`config.mk`:
```
export PLATFORM = sky130hd
export DESIGN_NAME = cchp_regs
export DESIGN_NICKNAME = d
export VERILOG_FILES = /design/src/verilog/cchp_pkg.sv /design/src/verilog/cchp_fault_policy.sv /design/src/verilog/cchp_regs.sv /design/src/verilog/cchp_stack_align.sv
export SDC_FILE = /design/constraint.sdc
export NUM_CORES = 1
export LEC_CHECK = 0
export BUFFER_PORTS_ARGS = -buffer_cell sky130_fd_sc_hd__buf_4
export CORE_MARGIN = 10
export CORE_UTILIZATION = 53
export CTS_CLUSTER_DIAMETER = 150
export CTS_CLUSTER_SIZE = 12
export DETAILED_ROUTE_END_ITERATION = 8
export GPL_TIMING_DRIVEN = 0
export PLACE_DENSITY_LB_ADDON = 0.15
export SLEW_MARGIN = 10
export SYNTH_ARGS = -nofsm -noshare
export SYNTH_HDL_FRONTEND = slang
export SYNTH_HIERARCHICAL = 1
export SYNTH_SLANG_ARGS = --single-unit
```
`constraint.sdc`:
```
create_clock -name mclk_i -period 7.2 [get_ports mclk_i]
set_input_delay 0.36 -clock mclk_i [delete_from_list [all_inputs] [get_ports mclk_i]]
set_output_delay 0.36 -clock mclk_i [all_outputs]
set_load 0.02 [all_outputs]
```
`src/verilog/cchp_pkg.sv`:
```
// shared constants and carriers for the core control and handler priority block
//
// Functional notes
// [RULE1] Control bit 16 turns the level-one data cache off or on.
// [RULE2] Bit 9 is read-only, always one: exception entry aligns stack to 8 bytes.
// [RULE3] Entry records alignment padding in stacked status bit 9; return restores it.
// [RULE4] With bus-fault-ignore clear, data bus fault at priority -1/-2 locks up.
// [RULE5] With bus-fault-ignore set, priority -1/-2 handlers ignore data bus faults.
// [RULE6] Divide-by-zero trap set faults; clear completes with quotient zero.
// [RULE7] Misaligned trap set faults unaligned halfword/word accesses; clear lets them pass.
// [RULE8] Unaligned multiple-register and doubleword accesses always fault.
// [RULE9] Bit 1 grants or denies unprivileged access to the soft interrupt trigger.
// [RULE10] Thread-entry bit clear: return to thread only with no exception active.
// [RULE11] Thread-entry bit set: thread entry allowed from any active level.
// [RULE12] Priority registers hold levels 0 to 255 per configurable exception.
// [RULE13] All three priority registers accept byte-wide accesses.
// [RULE14] Only priority bits 7 down to M are stored; lower bits read zero.
// [RULE15] First priority word: usage 23:16, bus 15:8, memory 7:0, top byte reserved.
// [RULE16] Second priority word: supervisor call in 31:24, bits 23:0 reserved.
// [RULE17] Third priority word: tick 31:24, pendable service 23:16, 15:0 reserved.
// [RULE18] Bit 18 is read-only, always one: branch prediction enabled.
// [RULE19] Control bit 17 turns the level-one instruction cache off or on.
// [RULE20] Reserved bits read zero and ignore writes.
package cchp_pkg;

  localparam int unsigned ADDR_W = 12;

  localparam logic [11:0] OFF_CCR = 12'h000;
  localparam logic [11:0] OFF_PRIO_A = 12'h004;
  localparam logic [11:0] OFF_PRIO_SVC = 12'h008;
  localparam logic [11:0] OFF_PRIO_TP = 12'h00C;

  localparam int unsigned BIT_BPRED = 18;
  localparam int unsigned BIT_ICACHE = 17;
  localparam int unsigned BIT_DCACHE = 16;
  localparam int unsigned BIT_STKALN = 9;
  localparam int unsigned BIT_BFIGN = 8;
  localparam int unsigned BIT_DIV0 = 4;
  localparam int unsigned BIT_UNALN = 3;
  localparam int unsigned BIT_USOFT = 1;
  localparam int unsigned BIT_THRD = 0;

  localparam logic RST_CTRL_BIT = 1'h0;
  localparam logic [7:0] RST_PRIO = 8'h00;
  localparam int unsigned PRIO_BITS_DEF = 4;

  localparam logic [1:0] SIZE_HALF = 2'h1;
  localparam logic [1:0] SIZE_WORD = 2'h2;

  typedef struct packed {
    logic div_exec;
    logic div_by_zero;
    logic mem_access;
    logic [1:0] access_size;
    logic [2:0] addr_low;
    logic multi_or_double;
    logic bus_fault;
    logic neg_prio_handler;
    logic soft_irq_trigger_reg_write;
    logic privileged;
    logic thread_return;
    logic other_active;
  } cchp_core_evt_t;

  typedef struct packed {
    logic div_trap;
    logic div_quot_zero;
    logic usage_fault;
    logic lockup;
    logic bus_fault_b_ignored;
    logic soft_irq_trigger_reg_granted;
    logic soft_irq_trigger_reg_denied;
    logic thread_entry_ok;
    logic thread_entry_fault;
  } cchp_core_act_t;

  typedef struct packed {
    logic [7:0] tick;
    logic [7:0] pend;
    logic [7:0] svc;
    logic [7:0] usage;
    logic [7:0] bus;
    logic [7:0] memmgmt;
  } cchp_prio_t;

  typedef struct packed {
    logic exc_entry;
    logic exception_return_value;
    logic [31:0] sp;
    logic [31:0] program_status_word;
  } cchp_stack_req_t;

  typedef struct packed {
    logic [31:0] frame_sp;
    logic [31:0] stacked_psr;
    logic [31:0] restored_sp;
  } cchp_stack_rsp_t;

endpackage : cchp_pkg

```
`src/verilog/cchp_fault_policy.sv`:
```
// decision logic steered by the control word
`timescale 1ns/1ps
`default_nettype none
module cchp_fault_policy (
  // control bits
  input wire logic bfign_i,
  input wire logic div0_i,
  input wire logic unaln_i,
  input wire logic usoft_i,
  input wire logic thrd_i,
  // core events and decisions
  input wire cchp_pkg::cchp_core_evt_t evt_i,
  output cchp_pkg::cchp_core_act_t act_o
);
  logic misaligned;
  logic word_misaligned;

  always_comb begin
    word_misaligned = evt_i.addr_low[1:0] != 2'h0;
    misaligned = 1'b0;
    if (evt_i.access_size == cchp_pkg::SIZE_HALF) begin
      misaligned = evt_i.addr_low[0];
    end else if (evt_i.access_size == cchp_pkg::SIZE_WORD) begin
      misaligned = word_misaligned;
    end
    act_o.div_trap = evt_i.div_exec & evt_i.div_by_zero & div0_i; // [RULE6]
    act_o.div_quot_zero = evt_i.div_exec & evt_i.div_by_zero & ~div0_i; // [RULE6]
    act_o.usage_fault = evt_i.mem_access & ((evt_i.multi_or_double & word_misaligned) // [RULE8]
                        | (~evt_i.multi_or_double & misaligned & unaln_i)); // [RULE7]
    act_o.lockup = evt_i.bus_fault & evt_i.neg_prio_handler & ~bfign_i; // [RULE4]
    act_o.bus_fault_b_ignored = evt_i.bus_fault & evt_i.neg_prio_handler & bfign_i; // [RULE5]
    act_o.soft_irq_trigger_reg_granted = evt_i.soft_irq_trigger_reg_write & (evt_i.privileged | usoft_i); // [RULE9]
    act_o.soft_irq_trigger_reg_denied = evt_i.soft_irq_trigger_reg_write & ~evt_i.privileged & ~usoft_i; // [RULE9]
    act_o.thread_entry_ok = evt_i.thread_return & (~evt_i.other_active | thrd_i); // [RULE10] [RULE11]
    act_o.thread_entry_fault = evt_i.thread_return & evt_i.other_active & ~thrd_i; // [RULE10]
  end
endmodule : cchp_fault_policy
`default_nettype wire

```
`src/verilog/cchp_regs.sv`:
```
// control word and system handler priority registers behind an apb slave
//
// Chosen here: the address map and the APB slave port.
`timescale 1ns/1ps
`default_nettype none
module cchp_regs #(
  parameter int unsigned PRIO_BITS = cchp_pkg::PRIO_BITS_DEF
) (
  // clock and reset
  input wire logic mclk_i,
  input wire logic rst_i,
  // apb slave
  input wire logic [cchp_pkg::ADDR_W-1:0] paddr_i,
  input wire logic psel_i,
  input wire logic penable_i,
  input wire logic pwrite_i,
  input wire logic [31:0] pwdata_i,
  input wire logic [3:0] pstrb_i,
  output logic [31:0] prdata_o,
  output logic pready_o,
  output logic pslverr_o,
  // cache enables
  output logic dcache_on_o,
  output logic icache_on_o,
  // priorities
  output cchp_pkg::cchp_prio_t prio_o,
  // core events and decisions
  input wire cchp_pkg::cchp_core_evt_t evt_i,
  output cchp_pkg::cchp_core_act_t act_o,
  // stack alignment
  input wire cchp_pkg::cchp_stack_req_t stack_req_i,
  output logic [31:0] frame_sp_o,
  output logic [31:0] stacked_psr_o,
  output logic [31:0] restored_sp_o
);

  // only bits 7 down to M exist; M = 8 - PRIO_BITS
  localparam logic [7:0] PRIO_MASK = 8'(8'hFF << (8 - PRIO_BITS));

  typedef struct packed {
    logic icache;
    logic dcache;
    logic bfign;
    logic div0;
    logic unaln;
    logic usoft;
    logic thrd;
    cchp_pkg::cchp_prio_t prio;
    logic pready;
    logic pslverr;
    logic [31:0] prdata;
    cchp_pkg::cchp_core_act_t act;
    logic [31:0] frame_sp;
    logic [31:0] stacked_psr;
    logic [31:0] restored_sp;
  } cchp_state_t;

  cchp_state_t st_reg;
  cchp_state_t st_next;
  cchp_pkg::cchp_core_act_t act_comb;
  cchp_pkg::cchp_stack_rsp_t stack_comb;

  cchp_fault_policy u_policy (
    .bfign_i(st_reg.bfign),
    .div0_i(st_reg.div0),
    .unaln_i(st_reg.unaln),
    .usoft_i(st_reg.usoft),
    .thrd_i(st_reg.thrd),
    .evt_i(evt_i),
    .act_o(act_comb)
  );

  cchp_stack_align u_stack (
    .req_i(stack_req_i),
    .rsp_o(stack_comb)
  );

  function automatic logic mapped(input logic [cchp_pkg::ADDR_W-1:0] a);
    mapped = (a == cchp_pkg::OFF_CCR) || (a == cchp_pkg::OFF_PRIO_A) ||
             (a == cchp_pkg::OFF_PRIO_SVC) || (a == cchp_pkg::OFF_PRIO_TP);
  endfunction : mapped

  // byte lane merge, then drop the unimplemented low priority bits
  function automatic logic [7:0] prio_wr(input logic [7:0] old, input logic [7:0] wd,
                                         input logic en);
    prio_wr = en ? (wd & PRIO_MASK) : old; // [RULE13] [RULE14]
  endfunction : prio_wr

  function automatic logic [31:0] read_word(input logic [cchp_pkg::ADDR_W-1:0] a,
                                            input cchp_state_t s);
    logic [31:0] w;
    w = 32'h0; // [RULE20]
    case (a)
      cchp_pkg::OFF_CCR: begin
        w[cchp_pkg::BIT_BPRED] = 1'b1; // [RULE18]
        w[cchp_pkg::BIT_ICACHE] = s.icache;
        w[cchp_pkg::BIT_DCACHE] = s.dcache;
        w[cchp_pkg::BIT_STKALN] = 1'b1; // [RULE2]
        w[cchp_pkg::BIT_BFIGN] = s.bfign;
        w[cchp_pkg::BIT_DIV0] = s.div0;
        w[cchp_pkg::BIT_UNALN] = s.unaln;
        w[cchp_pkg::BIT_USOFT] = s.usoft;
        w[cchp_pkg::BIT_THRD] = s.thrd;
      end
      cchp_pkg::OFF_PRIO_A: begin
        w[23:0] = {s.prio.usage, s.prio.bus, s.prio.memmgmt}; // [RULE15]
      end
      cchp_pkg::OFF_PRIO_SVC: begin
        w[31:24] = s.prio.svc; // [RULE16]
      end
      cchp_pkg::OFF_PRIO_TP: begin
        w[31:16] = {s.prio.tick, s.prio.pend}; // [RULE17]
      end
      default: begin
        w = 32'h0;
      end
    endcase
    read_word = w;
  endfunction : read_word

  logic setup;
  logic wr_fire;

  always_comb begin
    setup = psel_i & ~penable_i;
    wr_fire = psel_i & penable_i & st_reg.pready & pwrite_i;
    st_next = st_reg;
    // zero-wait answer: ready rises in the access phase only
    st_next.pready = setup;
    if (setup) begin
      st_next.pslverr = ~mapped(paddr_i);
      st_next.prdata = pwrite_i ? 32'h0 : read_word(paddr_i, st_reg);
    end
    if (wr_fire) begin
      case (paddr_i)
        cchp_pkg::OFF_CCR: begin
          if (pstrb_i[2]) begin
            st_next.icache = pwdata_i[cchp_pkg::BIT_ICACHE]; // [RULE19]
            st_next.dcache = pwdata_i[cchp_pkg::BIT_DCACHE]; // [RULE1]
          end
          if (pstrb_i[1]) begin
            st_next.bfign = pwdata_i[cchp_pkg::BIT_BFIGN];
          end
          if (pstrb_i[0]) begin
            st_next.div0 = pwdata_i[cchp_pkg::BIT_DIV0];
            st_next.unaln = pwdata_i[cchp_pkg::BIT_UNALN];
            st_next.usoft = pwdata_i[cchp_pkg::BIT_USOFT];
            st_next.thrd = pwdata_i[cchp_pkg::BIT_THRD];
          end
        end
        cchp_pkg::OFF_PRIO_A: begin
          st_next.prio.memmgmt = prio_wr(st_reg.prio.memmgmt, pwdata_i[7:0], pstrb_i[0]); // [RULE15]
          st_next.prio.bus = prio_wr(st_reg.prio.bus, pwdata_i[15:8], pstrb_i[1]);
          st_next.prio.usage = prio_wr(st_reg.prio.usage, pwdata_i[23:16], pstrb_i[2]);
        end
        cchp_pkg::OFF_PRIO_SVC: begin
          st_next.prio.svc = prio_wr(st_reg.prio.svc, pwdata_i[31:24], pstrb_i[3]); // [RULE16]
        end
        cchp_pkg::OFF_PRIO_TP: begin
          st_next.prio.pend = prio_wr(st_reg.prio.pend, pwdata_i[23:16], pstrb_i[2]); // [RULE17]
          st_next.prio.tick = prio_wr(st_reg.prio.tick, pwdata_i[31:24], pstrb_i[3]); // [RULE12]
        end
        default: begin
          st_next.pslverr = st_reg.pslverr;
        end
      endcase
    end
    // decisions registered so every output leaves a flop
    st_next.act = act_comb;
    if (stack_req_i.exc_entry) begin
      st_next.frame_sp = stack_comb.frame_sp; // [RULE2]
      st_next.stacked_psr = stack_comb.stacked_psr; // [RULE3]
    end
    if (stack_req_i.exception_return_value) begin
      st_next.restored_sp = stack_comb.restored_sp; // [RULE3]
    end
  end

  always_ff @(posedge mclk_i or posedge rst_i) begin
    if (rst_i) begin
      st_reg <= '0;
      st_reg.icache <= cchp_pkg::RST_CTRL_BIT;
      st_reg.dcache <= cchp_pkg::RST_CTRL_BIT;
      st_reg.bfign <= cchp_pkg::RST_CTRL_BIT;
      st_reg.div0 <= cchp_pkg::RST_CTRL_BIT;
      st_reg.unaln <= cchp_pkg::RST_CTRL_BIT;
      st_reg.usoft <= cchp_pkg::RST_CTRL_BIT;
      st_reg.thrd <= cchp_pkg::RST_CTRL_BIT;
      st_reg.prio <= {6{cchp_pkg::RST_PRIO}};
    end else begin
      st_reg <= st_next;
    end
  end

  assign prdata_o = st_reg.prdata;
  assign pready_o = st_reg.pready;
  assign pslverr_o = st_reg.pslverr;
  assign dcache_on_o = st_reg.dcache; // [RULE1]
  assign icache_on_o = st_reg.icache; // [RULE19]
  assign prio_o = st_reg.prio;
  assign act_o = st_reg.act;
  assign frame_sp_o = st_reg.frame_sp;
  assign stacked_psr_o = st_reg.stacked_psr;
  assign restored_sp_o = st_reg.restored_sp;

  logic rd_done;
  assign rd_done = psel_i & penable_i & pready_o & ~pwrite_i;
endmodule : cchp_regs
`default_nettype wire

```
`src/verilog/cchp_stack_align.sv`:
```
// eight-byte stack alignment on exception entry and its undo on return
`timescale 1ns/1ps
`default_nettype none
module cchp_stack_align (
  // stack request and result
  input wire cchp_pkg::cchp_stack_req_t req_i,
  output cchp_pkg::cchp_stack_rsp_t rsp_o
);
  logic pad;

  always_comb begin
    pad = req_i.sp[2];
    rsp_o.frame_sp = {req_i.sp[31:3], 3'h0}; // [RULE2]
    rsp_o.stacked_psr = req_i.program_status_word;
    rsp_o.stacked_psr[cchp_pkg::BIT_STKALN] = pad; // [RULE3]
    rsp_o.restored_sp = req_i.sp;
    rsp_o.restored_sp[2] = req_i.program_status_word[cchp_pkg::BIT_STKALN] | req_i.sp[2]; // [RULE3]
  end
endmodule : cchp_stack_align
`default_nettype wire
```
==> metrics.md <==
| Metric | Value |
|---|---|
| Worst hold slack | 108 ps |
| WP data arrival | 2100 ps |
| VDD IR max | 149 uV |
| Final Instance Count excl. Fillers | ~1200 |
| DR vias | about 5200 |
| Reg2reg setup slack | ~5500 ps |
| Clock share of power | between 30% and 40% |
| Die Span X | roughly 150 um |
| Gpl congestion | 0.763 |
| CP Max Fanout | 6 |
| # clock sinks | around 160 |
| Synth area leader | dfrtp_1 |
| Post-CTS sizing | 0 |
| Post-synth EDFFs | 0 |
| Hold Path Class | input port to flop |
| Power Dens Cells | roughly 210 nW/um2 |
| Psw | between 500 and 600 uW |
| Number of port buffers | between 200 and 250 |
| RR Endpoint | prio_o[45] |
| Synth top cells by count | buf_4, dfrtp_1, mux2_2, a22o_1, clkbuf_1 |
| Area of the core | around 15000 um2 |
| Seq pwr share | a little over two fifths |
| ANT nets after route | 0 |
| Critical path launch point | paddr_i[9] |
| Cell Int Power | 1760 uW |
| Critical path type | input port to flop |
| Clock latency on the worst-skew pair | 420 ps |
| Synth Flop Type | dfrtp_1 |
| First-pass GRT wire length | ~30000 um |
| Status | finished clean |
| Setup Skew | between 3 and 4 ps |
| Top-area cell type share of the netlist area | about half |
| Cells after Synth | between 600 and 700 |
| TNS Setup | 0 ps |
| Power Total | 2320 uW |
| Height of the die | ~150 um |
| Post-route clock period utilization | roughly 25% |
| Post-synthesis sequential area ratio | between 40% and 50% |
| Initial antenna violation count | 0 |
| Gate power share | between 10% and 20% |
| Max-Cap Viols | 0 |
| Clock-pin slew on the worst setup and hold paths | 60 ps |
| Initial core utilization | between 50 and 60% |
| Root Buffer | clkbuf_16 |
| Nets@finish | 1089 |
| CTS tree | yes |
| Worst setup SP type | input port |
| Reg2reg path depth | 5 |
| Final wirelength | around 19000 um |
| Ports | between 300 and 400 |
| Area grow syn2layout | 31.5% |
| Clk buf depth | 2 |
| Post-synthesis register bit count | ~160 |
| Slew HR | 56.3% |
| Ys async rst share | 100% |
| Post-Syn Area per Cell | 12.1 um2 |
| Endpoints failing setup | 0 |
| Highest clock rate | 556 MHz |
| Final Hold Vio Count | 0 |
| Lkg Pwr | between 0.005 and 0.006 uW |
| Pre-antenna DRT Iters | 4 |
| RSZ-0062 raised after global routing | no |
| Cell Area, Synth | a little over 8000 um2 |
| Least-Margin Pin Slew | 655 ps |
| Total global-route track usage | 18.1% |
| Count leader, synth | buf_4 |
| Setup crit end | prio_o[15] |
| DR vias/cell | roughly 4.4 |
| Crit path capture type | flop |
| Slew Limit Fails | 0 |
| Number of library cell types mapped by synthesis | 39 |
| 1st-iter DRT viols | between 100 and 150 |
| Fraction of layout cells with a size suffix above 1 | 68.3% |
| TritonCTS Buffers | 17 |
| Vias in the first global route | 5448 |
| Worst r2r src | pready_o |
| Placed cells | between 1000 and 1500 |
| N_diodes | 0 |
| Req. time, crit path | around 7500 ps |
| Final critical-path required period | approximately 1800 ps |
| Largest net degree at the start of global routing | between 100 and 150 |
| FP Rows | 45 |
| CTS H-tree depth | 4 |
| Yosys Warn Count | 6 |
| Die footprint | between 20000 and 25000 um2 |
| Wire per inst | 16.5 um |
| DRC Markers | 0 |
| Top cells by area, synth | dfrtp_1, buf_4, mux2_2, a22o_1, clkbuf_1 |
| Total gr overflow | 0 |
| Switching share of total power | about a quarter |
| HPWL after detailed placement | 15500 um |
[repair_timing]
action / in CTS / in global routing
endpoints found under the hold margin: 50 / 0
hold buffers: 1 / 0
setup buffers: 0 / 0
[critical path, stage by stage]
cell	delay, ps
buf_4	110
nor4_2	560
nand4_1	280
nor2_1	400
mux2_2	390
[cell type report]
type / count / area [um2]
Clock inverter: 5 / 77.6
Buffer: 299 / 2180
Inverter: 8 / 37.5
Fill cell: 1156 / 4340
Tap cell: 211 / 264
Clock buffer: 25 / 495
Multi-Input combinational cell: 252 / 2190
Sequential cell: 161 / 4030
Timing Repair Buffer: 216 / 1640
[per-layer routing]
layer | vias up | global-route usage, % | share of wire [%] | routed length [um]
met5 | - | 0 | 0 | 0
met4 | 0 | 4.70 | 1.0 | 203
met3 | 22 | 9.34 | 10 | 1990
met2 | 181 | 31.9 | 53 | 10200
met1 | 2511 | 18.5 | 36 | 6990
li1 | 2519 | - | - | -
[stage by stage]
step	worst slack (ps)	util, %	area (um2)
global placement	596	67.5	10300
CTS	5430	71.5	10900
global route	5180	71.5	10900
detailed placement	4990	67.7	10300
finish	5400	71.5	10900
floorplan	2490	-	8430
[how the worst min path moves through the flow]
stage            startpoint                to  slack [ps]  cells past startpoint
6_report           evt_i[2]          act_o[2]         110                      2
5_1_grt            evt_i[2]          act_o[2]         100                      2
4_1_cts            evt_i[2]          act_o[2]          90                      2
3_5_place_dp          rst_i  stacked_psr_o[7]         390                      2
3_3_place_gp   prdata_o[28]      prdata_o[28]         460                      2
2_1_floorplan      evt_i[2]          act_o[2]         430                      1
[power groups by stage]
stage	Sequential, uW	Clock, uW	Combinational (uW)
4_1_cts	990	899	461
3_5_place_dp	1010	0	459
3_3_place_gp	1000	0	451
5_1_grt	996	938	486
6_report	989	876	454
2_1_floorplan	1000	0	308
[cells in the final DEF, fill, tap and decap left out, types with 2 or more instances in the layout]
master | synthesis | final
nand3_1 | 3 | 3
mux2_2 | 127 | 127
and4_1 | 3 | 3
nand2b_1 | 2 | 2
nor4_2 | 2 | 2
clkbuf_16 | 0 | 17
bufinv_16 | 0 | 2
nor2_1 | 8 | 8
buf_4 | 280 | 494
nor3b_1 | 2 | 2
clkbuf_1 | 13 | 17
a21oi_1 | 2 | 2
inv_1 | 8 | 7
buf_1 | 3 | 3
dfrtp_1 | 161 | 161
a22o_1 | 13 | 13
a22oi_1 | 4 | 4
and3_1 | 4 | 4
o21ai_0 | 9 | 9
nand2_1 | 11 | 11
buf_2 | 3 | 3
mux2i_1 | 4 | 4
clkinv_2 | 0 | 2
nand4_1 | 5 | 5
conb_1 | 2 | 35
clkbuf_8 | 0 | 4
nor3_2 | 2 | 2
[cell families after synthesis]
kind of cell    after synthesis  share of synthesized area [%]
buf+inv                     307                           26.6
xor+xnor                      1                          0.106
simple gates                 53                           4.20
flops                       161                           48.5
other cells                   2                         0.0904
compound gates               32                           2.79
mux                         131                           17.7
Note: power is estimated with default switching activity, not from simulation.
